--- config.mk ---
export PLATFORM = sky130hd
export DESIGN_NAME = asb_top
export DESIGN_NICKNAME = d
export VERILOG_FILES = /design/src/hdl/asb_pkg.sv /design/src/hdl/asb_top.sv
export SDC_FILE = /design/constraint.sdc
export NUM_CORES = 1
export LEC_CHECK = 0
export ABC_AREA = 0
export BUFFER_PORTS_ARGS = -buffer_cell sky130_fd_sc_hd__buf_2
export CAP_MARGIN = 10
export CORE_MARGIN = 2
export CORE_UTILIZATION = 55
export CTS_CLUSTER_DIAMETER = 60
export DETAILED_ROUTE_END_ITERATION = 10
export PLACE_DENSITY = 0.8
export SETUP_SLACK_MARGIN = 0.5
export SYNTH_ARGS = -nofsm -noshare
export SYNTH_HDL_FRONTEND = slang
export SYNTH_SLANG_ARGS = --single-unit
export TNS_END_PERCENT = 5
--- constraint.sdc ---
create_clock -name i_clk -period 3 [get_ports i_clk]
set_clock_uncertainty 0.15 [all_clocks]
set_input_delay 0.3 -clock i_clk [delete_from_list [all_inputs] [get_ports i_clk]]
set_output_delay 0.3 -clock i_clk [all_outputs]
set_load 0.01 [all_outputs]
--- src/hdl/asb_pkg.sv ---
// Purpose: constants for the serial channel baud and extension control block
// Assumes: registers sit one per 32-bit word on the bus
// Notes: index constants are word indexes; byte address is index times four
package asb_pkg;
	// register indexes and byte addresses
	localparam logic [7:0] CTRLB_IDX = 8'h02;
	localparam logic [7:0] EXT_IDX = 8'h12;
	localparam logic [7:0] STAT_IDX = 8'h20;
	localparam logic [7:0] CFG_IDX = 8'h21;
	localparam logic [7:0] TC_IDX = 8'h22;
	localparam logic [7:0] CTRLB_ADDR = {CTRLB_IDX[5:0], 2'b00};
	localparam logic [7:0] EXT_ADDR = {EXT_IDX[5:0], 2'b00};
	localparam logic [7:0] STAT_ADDR = {STAT_IDX[5:0], 2'b00};
	localparam logic [7:0] CFG_ADDR = {CFG_IDX[5:0], 2'b00};
	localparam logic [7:0] TC_ADDR = {TC_IDX[5:0], 2'b00};
	// serial_control_b fields
	localparam int CB_PS = 5;
	localparam int CB_PAR = 4;
	localparam int CB_DR = 3;
	localparam int CB_SS_LO = 0;
	localparam logic [2:0] SS_RESET = 3'h7;
	localparam logic [2:0] SS_EXT = 3'h7;
	// serial0_extension_control fields
	localparam int EX_RECEIVE_DATA_FULL_FLAG_INH = 7;
	localparam int EX_DCD_DIS = 6;
	localparam int EX_CTS_DIS = 5;
	localparam int EX_X1 = 4;
	localparam int EX_BRG = 3;
	localparam int EX_BRK_EN = 2;
	localparam int EX_BRK_DET = 1;
	localparam int EX_SEND_BRK = 0;
	localparam logic [7:0] EXT_RESET = 8'h00;
	// own config register fields
	localparam int CF_DMA_MEMIO = 0;
	localparam int CF_CH1_CLK_DIS = 1;
	localparam int CF_CH1_CTS_EN = 2;
	localparam logic [2:0] CFG_RESET = 3'h0;
	localparam logic [15:0] TC_RESET = 16'h0000;
	// own status register fields
	localparam int ST_TRANSMIT_BUFFER_EMPTY_FLAG = 0;
	localparam int ST_CH0_CLEAR_TO_SEND_INPUT = 1;
	localparam int ST_CARRIER_DETECT_INPUT = 2;
	localparam int ST_CTS1 = 3;
	localparam int ST_BRK = 4;
	// division counts
	localparam logic [4:0] PRESC_LOW = 5'h0a;
	localparam logic [4:0] PRESC_HIGH = 5'h1e;
	localparam logic [5:0] SAMP_LOW = 6'h10;
	localparam logic [6:0] SAMP_HIGH = 7'h40;
	localparam logic [3:0] BREAK_BITS = 4'ha;
endpackage : asb_pkg

--- src/hdl/asb_top.sv ---
// Purpose: baud selection, clear-to-send readback and extension control of serial channel 0
// Assumes: Avalon-MM slave with waitrequest; pins synchronous to i_clk
// Notes: one wait state on every access
// What this block does
// [RULE1] reading the clear-to-send/prescale bit returns the live clear-to-send pin
// [RULE2] clear-to-send high forces the transmit buffer empty flag to 0
// [RULE3] channel 1 clear-to-send readback valid only with its enable bit set
// [RULE4] reset never changes the clear-to-send readback; it follows the pin
// [RULE5] written prescale bit: 1 divides by 30, 0 by 10; reset clears it
// [RULE6] parity sense 0 even, 1 odd; no parity enable; reset clears it
// [RULE7] sampling divide bit 0 gives divide by 16, 1 gives 64; reset clears it
// [RULE8] reset sets the three source/speed select bits to 1
// [RULE9] source/speed codes 0 to 6 divide by 1 to 64; 7 means external clock
// [RULE10] after reset both shared clock pins are clock inputs
// [RULE11] DMA memory/IO mode turns channel 0 clock pin into DMA request
// [RULE12] channel 1 clock disable turns channel 1 clock pin into transfer-end output
// [RULE13] bit rate is clock over prescaler, source/speed divider and sampling divider
// [RULE14] byte-wide extension register of channel 0, reset to zero
// [RULE15] extension bit 7 at 0 inhibits receive-full interrupt, 1 allows it
// [RULE16] extension bit 3 at 1 selects 16-bit baud counter mode
// [RULE17] extension bit 2 at 0 enables break feature, 1 disables it
// [RULE18] extension bits 6 and 5 at 0 let carrier/clear-to-send gate rx/tx
// [RULE19] extension bit 4 at 1 uses external clock directly as bit clock
// [RULE20] extension bit 1 is read-only break status; bit 0 holds transmit low
//
// Our own choice: the Avalon-MM register port.
module asb_top (
	input wire logic i_clk,
	input wire logic i_srst,
	input wire logic [7:0] i_avs_address,
	input wire logic i_avs_read,
	input wire logic i_avs_write,
	input wire logic [31:0] i_avs_writedata,
	output logic [31:0] o_avs_readdata,
	output logic o_avs_waitrequest,
	input wire logic i_ch0_clear_to_send_input,
	input wire logic i_carrier_detect_input,
	input wire logic i_clocked_serial_receive_pin,
	input wire logic i_tx_buffer_empty,
	input wire logic i_rx_data_full,
	input wire logic i_tx_serial_data,
	input wire logic i_rx_serial_line,
	input wire logic i_ch0_ext_clock_pin,
	input wire logic i_dma_transfer_end,
	output logic o_transmit_buffer_empty_flag,
	output logic o_tx_enable,
	output logic o_rx_enable,
	output logic o_rx_full_irq_req,
	output logic o_parity_sense,
	output logic o_sample_tick,
	output logic o_bit_tick,
	output logic o_serial_transmit_line,
	output logic o_ch0_clk_pin_is_dma,
	output logic o_dma_request_active,
	output logic o_ch1_ext_clock_pin_o,
	output logic o_ch1_ext_clock_pin_oe,
	output logic o_break_detected
);
	logic [5:0] ctrlb_r;
	logic [7:0] ext_r;
	logic [2:0] cfg_r;
	logic [15:0] tc_r;
	logic brk_r;
	logic waitreq_r;
	logic [31:0] rdata_r;
	logic wr_acc;
	logic rd_start;
	logic rd_acc;
	logic ext_q1_r;
	logic ext_q2_r;
	logic ext_edge;
	logic [4:0] presc_cnt_r;
	logic presc_tick_r;
	logic [4:0] presc_gap_r;
	logic [5:0] ss_cnt_r;
	logic [6:0] ss_div;
	logic int_tick_r;
	logic [15:0] brg_cnt_r;
	logic src_tick;
	logic [6:0] samp_cnt_r;
	logic [6:0] samp_lim;
	logic [2:0] ss;
	logic x1_direct;
	logic [3:0] brk_cnt_r;
	logic brk_set;

	assign ss = ctrlb_r[asb_pkg::CB_SS_LO +: 3];
	assign wr_acc = i_avs_write && !waitreq_r;
	assign rd_start = i_avs_read && waitreq_r;
	assign rd_acc = i_avs_read && !waitreq_r;

	// one wait state: low for exactly one cycle per request
	always_ff @(posedge i_clk) begin
		if (i_srst) begin
			waitreq_r <= 1'b1;
		end else begin
			waitreq_r <= !((i_avs_read || i_avs_write) && waitreq_r);
		end
	end

	always_ff @(posedge i_clk) begin
		if (i_srst) begin
			ctrlb_r <= {1'b0, 1'b0, 1'b0, asb_pkg::SS_RESET}; // [RULE5] [RULE6] [RULE7] [RULE8]
		end else if (wr_acc && i_avs_address == asb_pkg::CTRLB_ADDR) begin
			ctrlb_r <= i_avs_writedata[5:0]; // [RULE5]
		end
	end

	always_ff @(posedge i_clk) begin
		if (i_srst) begin
			ext_r <= asb_pkg::EXT_RESET; // [RULE14]
		end else if (wr_acc && i_avs_address == asb_pkg::EXT_ADDR) begin
			ext_r <= {i_avs_writedata[7:2], 1'b0, i_avs_writedata[0]}; // [RULE20]
		end
	end

	always_ff @(posedge i_clk) begin
		if (i_srst) begin
			cfg_r <= asb_pkg::CFG_RESET;
		end else if (wr_acc && i_avs_address == asb_pkg::CFG_ADDR) begin
			cfg_r <= i_avs_writedata[2:0];
		end
	end

	always_ff @(posedge i_clk) begin
		if (i_srst) begin
			tc_r <= asb_pkg::TC_RESET;
		end else if (wr_acc && i_avs_address == asb_pkg::TC_ADDR) begin
			tc_r <= i_avs_writedata[15:0];
		end
	end

	// read data captured in the first cycle, stands while waitrequest is low
	always_ff @(posedge i_clk) begin
		if (i_srst) begin
			rdata_r <= 32'h0000_0000;
		end else if (rd_start) begin
			if (i_avs_address == asb_pkg::CTRLB_ADDR) begin
				rdata_r <= {26'h0, i_ch0_clear_to_send_input, ctrlb_r[4:0]}; // [RULE1] [RULE4]
			end else if (i_avs_address == asb_pkg::EXT_ADDR) begin
				rdata_r <= {24'h0, ext_r[7:2], brk_r, ext_r[0]}; // [RULE20]
			end else if (i_avs_address == asb_pkg::STAT_ADDR) begin
				rdata_r <= {27'h0, brk_r, cfg_r[asb_pkg::CF_CH1_CTS_EN] & i_clocked_serial_receive_pin, // [RULE3]
					i_carrier_detect_input, i_ch0_clear_to_send_input, o_transmit_buffer_empty_flag};
			end else if (i_avs_address == asb_pkg::CFG_ADDR) begin
				rdata_r <= {29'h0, cfg_r};
			end else if (i_avs_address == asb_pkg::TC_ADDR) begin
				rdata_r <= {16'h0, tc_r};
			end else begin
				rdata_r <= 32'h0000_0000;
			end
		end
	end

	assign o_avs_readdata = rdata_r;
	assign o_avs_waitrequest = waitreq_r;

	// external clock edges, ignored while the pin serves the DMA controller
	always_ff @(posedge i_clk) begin
		if (i_srst) begin
			// pin idles high: no false edge after reset
			ext_q1_r <= 1'b1;
			ext_q2_r <= 1'b1;
		end else begin
			ext_q1_r <= i_ch0_ext_clock_pin;
			ext_q2_r <= ext_q1_r;
		end
	end
	assign ext_edge = ext_q1_r && !ext_q2_r && !cfg_r[asb_pkg::CF_DMA_MEMIO]; // [RULE11]

	// prescaler: 10 or 30
	always_ff @(posedge i_clk) begin
		if (i_srst) begin
			presc_cnt_r <= 5'h00;
			presc_tick_r <= 1'b0;
		end else if (presc_cnt_r >= (ctrlb_r[asb_pkg::CB_PS] ? asb_pkg::PRESC_HIGH : asb_pkg::PRESC_LOW) - 5'h01) begin
			presc_cnt_r <= 5'h00; // [RULE5]
			presc_tick_r <= 1'b1;
		end else begin
			presc_cnt_r <= presc_cnt_r + 5'h01;
			presc_tick_r <= 1'b0;
		end
	end

	// cycles since the last prescaler tick, saturating; checker helper
	always_ff @(posedge i_clk) begin
		if (i_srst) begin
			presc_gap_r <= 5'h00;
		end else if (presc_tick_r) begin
			presc_gap_r <= 5'h01;
		end else if (presc_gap_r != 5'h1f) begin
			presc_gap_r <= presc_gap_r + 5'h01;
		end
	end

	// source/speed divider, power of two
	assign ss_div = 7'h01 << ss; // [RULE9]
	always_ff @(posedge i_clk) begin
		if (i_srst) begin
			ss_cnt_r <= 6'h00;
			int_tick_r <= 1'b0;
		end else if (presc_tick_r && ss_cnt_r >= 6'(ss_div - 7'h01)) begin
			ss_cnt_r <= 6'h00;
			int_tick_r <= 1'b1;
		end else begin
			ss_cnt_r <= presc_tick_r ? ss_cnt_r + 6'h01 : ss_cnt_r;
			int_tick_r <= 1'b0;
		end
	end

	// 16-bit counter mode, period tc_r + 1
	always_ff @(posedge i_clk) begin
		if (i_srst) begin
			brg_cnt_r <= 16'h0000;
		end else if (brg_cnt_r >= tc_r) begin
			brg_cnt_r <= 16'h0000;
		end else begin
			brg_cnt_r <= brg_cnt_r + 16'h0001;
		end
	end

	always_comb begin
		if (ss == asb_pkg::SS_EXT) begin
			src_tick = ext_edge; // [RULE9]
		end else if (ext_r[asb_pkg::EX_BRG]) begin
			src_tick = brg_cnt_r >= tc_r; // [RULE16]
		end else begin
			src_tick = int_tick_r; // [RULE13]
		end
	end

	assign x1_direct = ext_r[asb_pkg::EX_X1] && ss == asb_pkg::SS_EXT;
	assign samp_lim = ctrlb_r[asb_pkg::CB_DR] ? asb_pkg::SAMP_HIGH : {1'b0, asb_pkg::SAMP_LOW}; // [RULE7]

	// sampling divider and bit tick
	always_ff @(posedge i_clk) begin
		if (i_srst) begin
			samp_cnt_r <= 7'h00;
			o_sample_tick <= 1'b0;
			o_bit_tick <= 1'b0;
		end else begin
			o_sample_tick <= src_tick;
			if (x1_direct) begin
				samp_cnt_r <= 7'h00;
				o_bit_tick <= ext_edge; // [RULE19]
			end else if (src_tick && samp_cnt_r >= samp_lim - 7'h01) begin
				samp_cnt_r <= 7'h00;
				o_bit_tick <= 1'b1; // [RULE13]
			end else begin
				samp_cnt_r <= src_tick ? samp_cnt_r + 7'h01 : samp_cnt_r;
				o_bit_tick <= 1'b0;
			end
		end
	end

	// break detect: line low for a run of bit times
	always_ff @(posedge i_clk) begin
		if (i_srst || i_rx_serial_line || ext_r[asb_pkg::EX_BRK_EN]) begin
			brk_cnt_r <= 4'h0; // [RULE17]
		end else if (o_bit_tick && brk_cnt_r != asb_pkg::BREAK_BITS) begin
			brk_cnt_r <= brk_cnt_r + 4'h1;
		end
	end
	assign brk_set = brk_cnt_r == asb_pkg::BREAK_BITS;

	// cleared by reading the extension register; a new break wins
	always_ff @(posedge i_clk) begin
		if (i_srst) begin
			brk_r <= 1'b0;
		end else if (brk_set) begin
			brk_r <= 1'b1; // [RULE20]
		end else if (rd_acc && i_avs_address == asb_pkg::EXT_ADDR) begin
			brk_r <= 1'b0;
		end
	end

	// channel-facing outputs
	always_ff @(posedge i_clk) begin
		if (i_srst) begin
			o_transmit_buffer_empty_flag <= 1'b0;
			o_tx_enable <= 1'b0;
			o_rx_enable <= 1'b0;
			o_rx_full_irq_req <= 1'b0;
			o_parity_sense <= 1'b0;
			o_serial_transmit_line <= 1'b1;
			o_break_detected <= 1'b0;
		end else begin
			o_transmit_buffer_empty_flag <= i_tx_buffer_empty && !i_ch0_clear_to_send_input; // [RULE2]
			o_tx_enable <= ext_r[asb_pkg::EX_CTS_DIS] || !i_ch0_clear_to_send_input; // [RULE18]
			o_rx_enable <= ext_r[asb_pkg::EX_DCD_DIS] || !i_carrier_detect_input; // [RULE18]
			o_rx_full_irq_req <= i_rx_data_full && ext_r[asb_pkg::EX_RECEIVE_DATA_FULL_FLAG_INH]; // [RULE15]
			o_parity_sense <= ctrlb_r[asb_pkg::CB_PAR]; // [RULE6]
			o_serial_transmit_line <= !ext_r[asb_pkg::EX_SEND_BRK] && i_tx_serial_data; // [RULE20]
			o_break_detected <= brk_r;
		end
	end

	// shared pin functions
	always_ff @(posedge i_clk) begin
		if (i_srst) begin
			o_ch0_clk_pin_is_dma <= 1'b0; // [RULE10]
			o_dma_request_active <= 1'b0;
			o_ch1_ext_clock_pin_o <= 1'b0;
			o_ch1_ext_clock_pin_oe <= 1'b0; // [RULE10]
		end else begin
			o_ch0_clk_pin_is_dma <= cfg_r[asb_pkg::CF_DMA_MEMIO]; // [RULE11]
			o_dma_request_active <= cfg_r[asb_pkg::CF_DMA_MEMIO] && !i_ch0_ext_clock_pin; // [RULE11]
			o_ch1_ext_clock_pin_o <= cfg_r[asb_pkg::CF_CH1_CLK_DIS] && i_dma_transfer_end; // [RULE12]
			o_ch1_ext_clock_pin_oe <= cfg_r[asb_pkg::CF_CH1_CLK_DIS]; // [RULE12]
		end
	end
endmodule // asb_top

==> results.md <==
- Row count: 34
- Setup CP Type: reg2reg
- Worst slew margin relative to its limit: 0.222
- Via density: around 5.5
- Hpwl dp: between 7000 and 8000 µm
- Arrival time at the worst endpoint: roughly 2.7 ns
- RSZ-0062 raised after global routing: true
- Post-Route WL: around 11,000 µm
- Crit. End Element: flop
- Share of cells above drive strength 1: 0.206
- Reg clk slew, reported paths: about 0.1 ns
- Worst Setup Start Kind: flop
- Pre-Repair DR Iteration Count: 5
- DIE AREA: ~0.0098 mm²
- Setup violators final: 0
- CTS tree: done
- Gr ovfl total: 0
- Post-synth EDFFs: 0
- Area delta synth->final: 15.8%
- Synth area leaders: dfxtp_1 43%, ha_1 8.4%, nand2_1 5.7%
- CTS sink cnt: roughly 110
- Core area: ~0.0087 mm²
- Htree depth: 3
- Type of the most critical hold path: in2reg
- Tcrit/Tclk final: 0.862
- Synth cell types: 52
- Per-cell routed wire length: 14.8 µm
- Total number of vias: around 4,200
- # fillers: 707
- Hold slack final: between 0.015 and 0.02 ns
- Total CTS buffers: 9
- Initial DRC count: between 200 and 250
- Skew-Pair Late Insertion Delay: ~0.36 ns
- Setup TNS: 0 ns
- Most common library cells after synthesis: 105 x dfxtp_1, 75 x nand2_1, 63 x nor2_1
- Die W: 98.8 µm
- Root Driver: clkbuf_8
- PwrDens: between 400 and 500 mW/mm²
- Final antenna-violating net count: 0
- Ys async rst share: 0
- Largest net degree at the start of global routing: 59
- Initial antenna violation count: 0
- Total of max-cap violations: 0
- Max-slew violation count: 0
- Worst-path maximum fanout: 8
- Die Y: 98.8 µm
- Sequential-to-total area share from yosys stat: 0.425
- Upper clock frequency limit: 0.387 GHz
- Starting density of the core: 0.567
- Outcome: finished clean
- Avg Cell Area, Syn: 8.56 µm²
- Area leader, netlist: dfxtp_1
- Yosys reg bits: approximately 110
- GRT Util Overall: 0.238
- Multi-input gate area: 0.00270 mm²
- Yosys top cell area share: 0.425
- Dpl cells: approximately 730
- CP Data Required Time: 3.11 ns
- Least-Margin Pin Slew: ~1.2 ns
- Synthesized cell area: roughly 0.005 mm²
- Period minus WS final: ~2.6 ns
- First-pass GRT wire length: between 15,000 and 20,000 µm
- ANT cells: 0
- Number of global-route vias before repair: roughly 4,000
- Fin util: 0.656
- Clk buf depth: 2
- RD Place Congestion: a little under 0.9
- Post-Syn Instances: 577
- Syn. warnings: 0
- Ys flop type: dfxtp_1
- Storage cell area: around 0.0021 mm²
- DP Area: 0.00529 mm²
- Most common cell in the netlist: dfxtp_1
- Max VDD drop: around 0.00024 V
- Leak Pwr: 2.38 nW
- Post-route insts no fill: ~760
- Final instance area: between 0.005 and 0.006 mm²
- Minimum setup slack among reg-to-reg paths: 0.41 ns
- # IOs: a little under 100
- Final hold vios: 0
- Number of I/O port buffers: 66
- DRC viols: 0
- Nets: ~730
## cells by family after synthesis
logic type                 synth area share
AOI/OAI and AO/OA                     0.113
xor gates and xnor gates             0.0443
adders and majority gates            0.0836
buffers and inverters                0.0666
DFF                                   0.425
muxes                                0.0471
other                              0.000759
and+or+nand+nor                       0.219
## where the power goes
part           internal [W]  switching [W]  leakage (nW)
Sequential          0.00141      0.0000115         0.856
Clock              0.000377       0.000468        0.0909
Combinational     0.0000569      0.0000922          1.44
Total               0.00184       0.000572          2.38
## final cells by class
type                       instances  area share
sequential                       105       0.370
multi-input combinational        417       0.471
tap                              108      0.0236
timing repair buffer              84      0.0831
clock buffer                       9      0.0216
clock inverter                     6      0.0105
inverter                          30      0.0197
## through the flow
step / setup slack (ns) / total power (W)
final: 0.414 / 0.00241
after global routing: 0.305 / 0.00251
after detailed placement: 0.115 / 0.00159
after global placement: 0.167 / 0.00159
after floorplan: 0.510 / 0.00155
after CTS: 0.470 / 0.00242
## routing by layer
layer,track usage,share of wire,vias to the layer above
li1,-,-,2070
met3,0.0468,0.056,34
met2,0.389,0.48,130
met4,0.119,0.030,0
met5,0,0,-
met1,0.300,0.44,1978
## state kept, by name, indices dropped and copies added, names as in the netlist, 3 cells and up
signal          cells
brg_cnt_r          16
brk_cnt_r           4
samp_cnt_r          7
presc_cnt_r         5
cfg_r               3
ext_r               7
o_avs_readdata     16
ss_cnt_r            6
tc_r               16
ctrlb_r             6
## worst max-delay path: stages (launching register included)
cell       delay (ns)
dfxtp_2          0.38
ha_4             0.21
nand2b_4         0.15
a2111oi_4        0.43
nor3b_4          0.08
o41ai_4          0.57
buf_4            0.23
nor4_1           0.05
o21a_1           0.22
## placed cells by master, fill, tap and decap left out, types with 3 or more instances in the layout
cell           count
buf_4             14
ha_4               5
a211oi_1           5
a21boi_1           3
nor2_1            63
nor3_1            12
dfxtp_2           14
nand2_1           74
o32ai_1            3
inv_2              3
ha_1              28
or4_1              4
mux2i_1           21
nand3_1           27
nand2b_1           3
nor2b_1            8
o21ai_0           17
or3_1              3
conb_1            16
inv_1             27
a221oi_1           3
and3_1             7
a21o_1             3
clkbuf_8           9
a21oi_1           38
clkinv_2           3
buf_2             66
dfxtp_1           91
nand4_1            7
dlygate4sd3_1      4
and2_1             7
xor2_1            16
xnor2_1            9
## worst paths after layout
path,endpoint,from,cells past startpoint
hold / removal,o_serial_transmit_line$_SDFF_PP1_,i_tx_serial_data,3
setup reg to reg,samp_cnt_r[2]$_SDFFE_PP0P_,tc_r[0]$_SDFFE_PP0P_,8
setup / recovery,samp_cnt_r[2]$_SDFFE_PP0P_,tc_r[0]$_SDFFE_PP0P_,8
hold reg to reg,ext_q2_r$_SDFF_PP1_,ext_q1_r$_SDFF_PP1_,1
## timing repair
action | in CTS | in global routing
endpoints found under the hold margin | 3 | 0
setup buffers | 7 | 2
pin swaps | 12 | 4
resized for setup | 29 | 5
hold buffers | 4 | 0
endpoints found under the setup margin | 8 | 30
cloned | 0 | 0
Note: power is estimated with default switching activity, not from simulation.
